**src/logic/conf_pkg.sv**
```systemverilog
package conf_pkg;

  // ****************************************************************
  // sizes
  // ****************************************************************
  localparam int NUM_PARTIES = 15;
  localparam int NUM_CONFS = 5;
  localparam int SAMPLE_W = 16;
  localparam int SUM_W = 21;

  // ****************************************************************
  // register map and fields
  // ****************************************************************
  localparam logic [7:0] PARTY_BASE_ADDR = 8'h30;
  localparam logic [7:0] PARTY_LAST_ADDR = 8'h3e;
  localparam logic [7:0] OVF_STATUS_ADDR = 8'h08;
  localparam logic [7:0] PARTY_RESET = 8'h00;
  localparam logic [7:0] READ_ZERO = 8'h00;
  localparam int ID_MSB = 7;
  localparam int ID_LSB = 5;
  localparam int ST_BIT = 3;
  localparam int IT_BIT = 2;
  localparam int GAIN_MSB = 1;
  localparam int GAIN_LSB = 0;
  localparam logic [2:0] CONF_NONE = 3'h0;
  localparam logic [2:0] CONF_LAST = 3'h5;
  localparam logic [2:0] CONF_CLEAR_ALL = 3'h7;

  // tone duration counted in frames
  localparam logic [15:0] TONE_FRAMES_DEFAULT = 16'h0320;

  // ****************************************************************
  // levels: 0, -3, -6, -9 db as q8 factors
  // ****************************************************************
  localparam logic [8:0] Q8_0DB = 9'h100;
  localparam logic [8:0] Q8_3DB = 9'h0b5;
  localparam logic [8:0] Q8_6DB = 9'h080;
  localparam logic [8:0] Q8_9DB = 9'h05b;
  localparam logic signed [SUM_W-1:0] SAT_MAX = 21'sh007fff;
  localparam logic signed [SUM_W-1:0] SAT_MIN = -21'sh008000;

  typedef struct packed {
    logic [2:0] conf_id;
    logic [1:0] gain;
  } party_cfg_t;

  typedef struct packed {
    logic we;
    logic [3:0] party;
    logic [SAMPLE_W-1:0] data;
  } dm_write_t;

  function automatic logic [8:0] step_q8(input logic [1:0] code);
    case (code)
      2'h0: step_q8 = Q8_0DB;
      2'h1: step_q8 = Q8_3DB;
      2'h2: step_q8 = Q8_6DB;
      default: step_q8 = Q8_9DB;
    endcase
  endfunction

  function automatic logic is_party_addr(input logic [7:0] a);
    is_party_addr = (a >= PARTY_BASE_ADDR) && (a <= PARTY_LAST_ADDR);
  endfunction

  function automatic logic [3:0] party_index(input logic [7:0] a);
    logic [7:0] d;
    d = a - PARTY_BASE_ADDR;
    party_index = d[3:0];
  endfunction

  function automatic logic conf_valid(input logic [2:0] id);
    conf_valid = (id != CONF_NONE) && (id <= CONF_LAST);
  endfunction

  function automatic logic [2:0] conf_slot(input logic [2:0] id);
    conf_slot = conf_valid(id) ? 3'(id - 3'h1) : 3'h0;
  endfunction

endpackage

```
**src/logic/level_scaler.sv**
```systemverilog
`timescale 1ns/1ps
`default_nettype none
module level_scaler (
  input wire logic signed [15:0] sample_i,
  input wire logic [1:0] code_i,
  output logic signed [15:0] scaled_o
);
  // factor is at most 1.0, so the product never outgrows the sample
  logic signed [9:0] factor;
  logic signed [25:0] product;
  assign factor = signed'({1'b0, conf_pkg::step_q8(code_i)});
  assign product = sample_i * factor;
  assign scaled_o = product[23:8];
endmodule
`default_nettype wire

```
**src/logic/conference_party_control.sv**
```systemverilog
// How it works
// - up to fifteen parties spread over up to five conferences
// - id bits 7-5: 0 none, 1..5 conference, 7 clears all
// - start bit drops earlier members of that conference; reads back zero
// - outgoing gain field 0/-3/-6/-9 db applied to each party output
// - insertion tone write adds tone sample to conference outputs for tone time
// - insertion tone bit reads set in every member while tone runs
// - incoming channel attenuated by its connection memory high value
// - fifteen registers at 30..3e, reset value 00
// - with conference enable low, engine, tone timers and overflow latch held reset and no outputs; party registers kept
// - first overflow raises flag and latches id until read or reset
`timescale 1ns/1ps
`default_nettype none
module conference_party_control #(
  parameter logic [15:0] TONE_FRAMES = conf_pkg::TONE_FRAMES_DEFAULT
) (
  input wire logic REF_CLK_I,
  input wire logic SRST_I,
  input wire logic CONF_EN_I,
  input wire logic FRAME_I,
  input wire logic [7:0] ADDR_I,
  input wire logic WR_I,
  input wire logic RD_I,
  input wire logic [7:0] WDATA_I,
  output logic [7:0] RDATA_O,
  output logic RDATA_VALID_O,
  input wire logic [14:0][15:0] IN_SAMPLE_I,
  input wire logic [14:0][1:0] IN_ATTEN_I,
  input wire logic [7:0] TONE_PTR_I,
  output logic [7:0] TONE_RD_ADDR_O,
  input wire logic [15:0] TONE_SAMPLE_I,
  output conf_pkg::dm_write_t DM_WR_O,
  output logic OVF_EVENT_O
);

  // ****************************************************************
  // host port decode
  // ****************************************************************
  conf_pkg::party_cfg_t cfg_q [conf_pkg::NUM_PARTIES];
  logic [15:0] tone_cnt_q [conf_pkg::NUM_CONFS];
  logic [conf_pkg::NUM_CONFS-1:0] tone_on;
  logic [2:0] ovf_id_q;

  wire wr_hit = WR_I && conf_pkg::is_party_addr(ADDR_I);
  wire rd_party = RD_I && conf_pkg::is_party_addr(ADDR_I);
  wire rd_ovf = RD_I && (ADDR_I == conf_pkg::OVF_STATUS_ADDR);
  wire [3:0] addr_idx = conf_pkg::party_index(ADDR_I);
  wire [2:0] wr_id = WDATA_I[conf_pkg::ID_MSB:conf_pkg::ID_LSB];
  wire [1:0] wr_gain = WDATA_I[conf_pkg::GAIN_MSB:conf_pkg::GAIN_LSB];
  wire wr_st = WDATA_I[conf_pkg::ST_BIT];
  wire wr_it = WDATA_I[conf_pkg::IT_BIT];
  wire [2:0] wr_slot = conf_pkg::conf_slot(wr_id);
  wire tone_start = wr_hit && wr_it && conf_pkg::conf_valid(wr_id);

  conf_pkg::party_cfg_t rd_cfg;
  wire [2:0] rd_slot;
  wire rd_tone;
  wire [7:0] rd_word;
  assign rd_cfg = cfg_q[addr_idx];
  assign rd_slot = conf_pkg::conf_slot(rd_cfg.conf_id);
  assign rd_tone = conf_pkg::conf_valid(rd_cfg.conf_id) && tone_on[rd_slot];
  // start bit is never stored, so it reads as zero
  assign rd_word = rd_party ? {rd_cfg.conf_id, 1'b0, 1'b0, rd_tone, rd_cfg.gain} :
                   rd_ovf ? {5'h00, ovf_id_q} : conf_pkg::READ_ZERO;

  always_ff @(posedge REF_CLK_I) begin
    if (SRST_I) begin
      RDATA_O <= conf_pkg::READ_ZERO;
      RDATA_VALID_O <= 1'b0;
    end else begin
      RDATA_VALID_O <= RD_I;
      if (RD_I) begin
        RDATA_O <= rd_word;
      end
    end
  end

  // ****************************************************************
  // party registers
  // ****************************************************************
  always_ff @(posedge REF_CLK_I) begin
    for (int i = 0; i < conf_pkg::NUM_PARTIES; i++) begin
      if (SRST_I) begin
        // only the stored fields of the reset word are kept, start and tone bits are not held
        cfg_q[i].conf_id <= conf_pkg::PARTY_RESET[conf_pkg::ID_MSB:conf_pkg::ID_LSB];
        cfg_q[i].gain <= conf_pkg::PARTY_RESET[conf_pkg::GAIN_MSB:conf_pkg::GAIN_LSB];
      end else if (wr_hit) begin
        if (4'(i) == addr_idx) begin
          cfg_q[i].conf_id <= (wr_id == conf_pkg::CONF_CLEAR_ALL) ? conf_pkg::CONF_NONE : wr_id;
          cfg_q[i].gain <= wr_gain;
        end else if (wr_id == conf_pkg::CONF_CLEAR_ALL) begin
          cfg_q[i].conf_id <= conf_pkg::CONF_NONE;
        end else if (wr_st && conf_pkg::conf_valid(wr_id) && cfg_q[i].conf_id == wr_id) begin
          cfg_q[i].conf_id <= conf_pkg::CONF_NONE;
        end
      end
    end
  end

  // ****************************************************************
  // insertion tone timers, one per conference
  // ****************************************************************
  always_ff @(posedge REF_CLK_I) begin
    for (int c = 0; c < conf_pkg::NUM_CONFS; c++) begin
      if (SRST_I || !CONF_EN_I) begin
        tone_cnt_q[c] <= 16'h0000;
      end else if (tone_start && wr_slot == 3'(c)) begin
        tone_cnt_q[c] <= TONE_FRAMES;
      end else if (FRAME_I && tone_cnt_q[c] != 16'h0000) begin
        tone_cnt_q[c] <= tone_cnt_q[c] - 16'h0001;
      end
    end
  end

  always_comb begin
    for (int c = 0; c < conf_pkg::NUM_CONFS; c++) begin
      tone_on[c] = (tone_cnt_q[c] != 16'h0000);
    end
  end

  // ****************************************************************
  // mixing engine: sum pass, then one output per conference member
  // ****************************************************************
  typedef enum logic [1:0] {ST_IDLE, ST_SUM, ST_EMIT} eng_state_t;
  eng_state_t state_q;
  logic [3:0] idx_q;
  logic signed [conf_pkg::SUM_W-1:0] sum_q [conf_pkg::NUM_CONFS];
  logic signed [15:0] att_q [conf_pkg::NUM_PARTIES];
  logic signed [15:0] tone_smp_q;

  conf_pkg::party_cfg_t cur_cfg;
  wire [2:0] cur_slot;
  wire cur_member;
  wire last_idx = (idx_q == 4'(conf_pkg::NUM_PARTIES - 1));
  wire signed [15:0] att_w;
  wire signed [15:0] gained_w;
  wire signed [conf_pkg::SUM_W-1:0] total_w;
  wire signed [15:0] sat_w;
  wire sat_hit;
  wire ovf_w;

  assign cur_cfg = cfg_q[idx_q];
  assign cur_slot = conf_pkg::conf_slot(cur_cfg.conf_id);
  assign cur_member = conf_pkg::conf_valid(cur_cfg.conf_id);

  level_scaler in_scaler (
    .sample_i(signed'(IN_SAMPLE_I[idx_q])),
    .code_i(IN_ATTEN_I[idx_q]),
    .scaled_o(att_w)
  );

  // own input is taken back out so a party never hears itself
  assign total_w = sum_q[cur_slot] - conf_pkg::SUM_W'(att_q[idx_q]) +
                   (tone_on[cur_slot] ? conf_pkg::SUM_W'(tone_smp_q) : '0);
  assign sat_hit = (total_w > conf_pkg::SAT_MAX) || (total_w < conf_pkg::SAT_MIN);
  assign sat_w = (total_w > conf_pkg::SAT_MAX) ? conf_pkg::SAT_MAX[15:0] :
                 (total_w < conf_pkg::SAT_MIN) ? conf_pkg::SAT_MIN[15:0] : total_w[15:0];
  assign ovf_w = (state_q == ST_EMIT) && cur_member && sat_hit;

  level_scaler out_scaler (
    .sample_i(sat_w),
    .code_i(cur_cfg.gain),
    .scaled_o(gained_w)
  );

  always_ff @(posedge REF_CLK_I) begin
    if (SRST_I || !CONF_EN_I) begin
      state_q <= ST_IDLE;
      idx_q <= 4'h0;
    end else begin
      case (state_q)
        ST_IDLE: begin
          if (FRAME_I) begin
            state_q <= ST_SUM;
          end
          idx_q <= 4'h0;
        end
        ST_SUM: begin
          idx_q <= last_idx ? 4'h0 : idx_q + 4'h1;
          if (last_idx) begin
            state_q <= ST_EMIT;
          end
        end
        ST_EMIT: begin
          idx_q <= last_idx ? 4'h0 : idx_q + 4'h1;
          if (last_idx) begin
            state_q <= ST_IDLE;
          end
        end
        default: state_q <= ST_IDLE;
      endcase
    end
  end

  always_ff @(posedge REF_CLK_I) begin
    if (state_q == ST_IDLE) begin
      for (int c = 0; c < conf_pkg::NUM_CONFS; c++) begin
        sum_q[c] <= '0;
      end
      if (FRAME_I) begin
        tone_smp_q <= signed'(TONE_SAMPLE_I);
      end
    end else if (state_q == ST_SUM) begin
      att_q[idx_q] <= att_w;
      if (cur_member) begin
        sum_q[cur_slot] <= sum_q[cur_slot] + conf_pkg::SUM_W'(att_w);
      end
    end
  end

  always_ff @(posedge REF_CLK_I) begin
    if (SRST_I || !CONF_EN_I) begin
      DM_WR_O <= '0;
      TONE_RD_ADDR_O <= 8'h00;
    end else begin
      TONE_RD_ADDR_O <= TONE_PTR_I;
      DM_WR_O.we <= (state_q == ST_EMIT) && cur_member;
      DM_WR_O.party <= idx_q;
      DM_WR_O.data <= gained_w;
    end
  end

  // ****************************************************************
  // overflow latch
  // ****************************************************************
  // a new overflow in the cycle of the clearing read is kept, not lost
  always_ff @(posedge REF_CLK_I) begin
    if (SRST_I || !CONF_EN_I) begin
      ovf_id_q <= conf_pkg::CONF_NONE;
      OVF_EVENT_O <= 1'b0;
    end else begin
      OVF_EVENT_O <= ovf_w && (ovf_id_q == conf_pkg::CONF_NONE || rd_ovf);
      if (ovf_w && (ovf_id_q == conf_pkg::CONF_NONE || rd_ovf)) begin
        ovf_id_q <= cur_cfg.conf_id;
      end else if (rd_ovf) begin
        ovf_id_q <= conf_pkg::CONF_NONE;
      end
    end
  end

  function automatic int cur_member_count_other(input logic [2:0] id, input logic [3:0] keep);
    int n;
    n = 0;
    for (int i = 0; i < conf_pkg::NUM_PARTIES; i++) begin
      if (4'(i) != keep && cfg_q[i].conf_id == id) begin
        n++;
      end
    end
    return n;
  endfunction

  function automatic int members_total();
    int n;
    n = 0;
    for (int i = 0; i < conf_pkg::NUM_PARTIES; i++) begin
      if (cfg_q[i].conf_id != conf_pkg::CONF_NONE) begin
        n++;
      end
    end
    return n;
  endfunction

endmodule
`default_nettype wire

```
**config.mk**
```make
export PLATFORM = sky130hd
export DESIGN_NAME = conference_party_control
export DESIGN_NICKNAME = d
export VERILOG_FILES = /design/src/logic/conf_pkg.sv /design/src/logic/level_scaler.sv /design/src/logic/conference_party_control.sv
export SDC_FILE = /design/constraint.sdc
export NUM_CORES = 2
export LEC_CHECK = 0
export ABC_CLOCK_PERIOD_IN_PS = 12500
export BUFFER_PORTS_ARGS = -buffer_cell sky130_fd_sc_hd__buf_2
export CAP_MARGIN = 0
export CORE_MARGIN = 3
export CORE_UTILIZATION = 48
export CTS_CLUSTER_DIAMETER = 100
export DETAILED_ROUTE_END_ITERATION = 8
export PLACE_DENSITY = 0.75
export SETUP_SLACK_MARGIN = 0.02
export SYNTH_ARGS = -nofsm -noshare
export SYNTH_HDL_FRONTEND = slang
export SYNTH_SLANG_ARGS = --single-unit
```
**constraint.sdc**
```tcl
create_clock -name REF_CLK_I -period 12.5 [get_ports REF_CLK_I]
set_clock_uncertainty 0.2 [all_clocks]
set_input_delay 1.25 -clock REF_CLK_I [delete_from_list [all_inputs] [get_ports REF_CLK_I]]
set_output_delay 1.25 -clock REF_CLK_I [all_outputs]
set_load 0.01 [all_outputs]
```
==> impl_metrics.csv <==
group,metric,value,unit
logic_synthesis,synth_edf_count,579,
floorplan,initial_core_util,48.9,%
floorplan,core,84400,um2
cts,clock-sinks,629,
cts,hold_buffers,0,
timing,worstMarginPinSlew,1210,ps
route,dr.pass1.iters,6,
logic_synthesis,ys_top_cells_by_area,"edfxtp_1, fa_1, mux4_2",
route,routed_wl,110000,um
global_route,grtUsageTotal,24.3,%
place,io_buffers,351,
route,ant_nets,0,
timing,final-hold-violation-count,0,
global_route,grt_pass1_wl,167000,um
logic_synthesis,syn_area_per_cell,12.1,um2
route,vias,28268,
timing,min_period,11950,ps
cts,path_clk_slew,60,ps
finish,stdcell_area,47000,um2
cts,clk_path_buf_depth,3,
setup_path,cp-end-kind,"flop",
cts,cts_root_buf,"clkbuf_16",
logic_synthesis,synth_ff_type,"edfxtp_1",
route,via_per_inst,5.66,
floorplan,die_width,299,um
logic_synthesis,yosys-top-cells-count,"edfxtp_1, inv_1, nor2_1, nand2_1, fa_1",
cts,cts_max_level,3,
floorplan,io_pins,355,
floorplan,fp.dieH,299,um
timing,setup_tns,0,ps
cts,numCtsBuffers,66,
worst_hold_path,hp-class,"reg2reg",
place,hpwl,81000,um
outcome,status,"complete, no violations",
place,gp_congestion,0.942,
logic_synthesis,syn_area,41200,um2
setup_path,cp_slowest_cell,"fa_1",
logic_synthesis,async_flop_share,0,%
setup_path,critPathKind,"reg2reg",
setup_path,cp_data_required_time,12770,ps
floorplan,num_rows,106,
place,dp_slack,21.3,ps
route,drt_iter0_drc,2313,
finish,drive_above_1_share,21.5,%
job,cap_violations,0,
setup_path,cp.arrival,12220,ps
timing,setup_ws,548,ps
global_route,grt_max_degree,84,
logic_synthesis,synth.most_common_cell,"edfxtp_1",
timing,finalCritPeriodShare,95.6,%
floorplan,die-area,89400,um2
setup_path,r2r_slack,550,ps
timing,maxSlewHeadroom,19.0,%
logic_synthesis,synth_top_area_share,42.2,%
logic_synthesis,ys_seq_area_share,44.6,%
finish,final_net_count,4535,
setup_path,max_stage_delay,560,ps
global_route,antenna_found_initial,7,
logic_synthesis,yosys_warnings,0,
timing,finalSetupViolations,0,
place,postPlaceCellArea,44700,um2
route,post-route-drc-count,0,
global_route,grt_pass1_vias,29134,
finish,synthToLayoutAreaGrowth,14.1,%
timing,maxSlewViolCount,0,
setup_path,path_common_cell,"fa_1",
setup_path,cp-start-kind,"flop",
setup_path,cp_max_fo,12,
cts,clk_latency,620,ps
logic_synthesis,syn_inst,3418,
logic_synthesis,ys_types,90,
timing,max_clock_freq,0.0837,GHz
route,avgRoutedWirePerCell,21.9,um
cts,cts_tree,"built",
logic_synthesis,yosysTopAreaCell,"edfxtp_1",
global_route,grt.overflow.total,0,
logic_synthesis,ys_ff_latch,629,
[final timing paths]
path,start,endpoint,depth (start not counted)
worst min register to register,RDATA_O[7],RDATA_O[7],2
worst max register to register,cfg_q[5][3],DM_WR_O[11],52
worst min-delay path,RDATA_O[7],RDATA_O[7],2
worst max-delay path,cfg_q[5][3],DM_WR_O[11],52
[kinds of logic (layout without fill, tap and decap cells)]
kind of cell    count (synthesis)  after routing  synth area share, %
compound gates                358            358                 6.05
xor+xnor                      193            193                 4.14
other cells                     1              7              0.00910
mux                           242            242                 11.1
fa+ha+maj                     414            414                 17.1
buf+inv                       514            949                 4.74
simple gates                 1067           1067                 12.3
flops                         629            629                 44.6
[state kept, by name (all words and copies together), names as in the netlist, named ones only]
signal,count
att_q,240
sum_q,168
tone_cnt_q,80
cfg_q,75
DM_WR_O,21
tone_smp_q,16
TONE_RD_ADDR_O,8
RDATA_O,6
idx_q,4
ovf_id_q,3
state_q,2
OVF_EVENT_O,1
RDATA_VALID_O,1
[layer usage]
| metal | vias to the layer above | share of wire [%] | GRT usage, % | wire (um) |
|---|---|---|---|---|
| li1 | 12805 | - | - | - |
| met1 | 13969 | 37 | 29.5 | 40500 |
| met2 | 1232 | 50 | 41.7 | 54800 |
| met3 | 262 | 7.1 | 3.61 | 7770 |
| met4 | 0 | 6.0 | 13.5 | 6550 |
| met5 | - | 0 | 0 | 0 |
[worst max-delay path: cells and delay by family (launching register included)]
kind	cells	cell delay, ps
AO/OA/AOI/OAI	17	3350
XOR/XNOR	2	240
buffers and inverters	9	1050
flip-flops	1	450
adder cells (fa/ha/maj)	10	3870
multiplexers	2	920
AND/OR/NAND/NOR	12	1710
[layout make-up]
type / instances / area [um2]
diodes: 5 / 12.5
fillers: 6918 / 37300
inverters: 365 / 1370
multi-input cells: 2276 / 21000
flip-flops and latches: 629 / 18400
repair buffers: 467 / 2690
clock buffers: 82 / 1710
well taps: 1134 / 1420
clock inverters: 35 / 388
[through the flow]
step	util, %	hold WS (ps)	std cells
2_1_floorplan	-	265	3419
3_3_place_gp	53.0	255	4853
3_5_place_dp	53.0	264	4853
4_1_cts	55.5	274	4970
5_1_grt	55.7	299	4990
6_report	55.8	273	4993
[cells in the final DEF (no fill, tap or decap), types with 11 or more instances in the layout]
cell       count
edfxtp_1     579
or4_1         11
nand4_1       12
or2_2         21
xor2_1        49
a21o_1        35
xnor2_1      142
inv_1        354
a21oi_1       55
nand3_1       63
a32oi_1       21
nor3_1        40
buf_4        108
mux4_2       171
and2_1       131
o21ai_0       87
nor2_1       335
fa_1         247
nand2b_1      32
dfxtp_1       44
mux2i_1       67
or3_1         15
nor4_1        17
nand2_1      276
clkbuf_16     67
nor2b_1       17
buf_2        351
o21a_1        11
o21bai_1      16
and3_1        52
a41oi_1       15
a211oi_1      13
ha_1         165
clkbuf_1      16
[what timing repair did]
| item | CTS | global route |
|---|---|---|
| pin swaps | 0 | 6 |
| setup endpoints to repair | 1 | 11 |
| gates resized for setup | 6 | 23 |
| endpoints found under the hold margin | 0 | 0 |
| cloned | 0 | 1 |
| setup buffers | 0 | 17 |
Power is not shown: default switching activity piles up to over one toggle a cycle in this logic, so the estimate is an artifact.
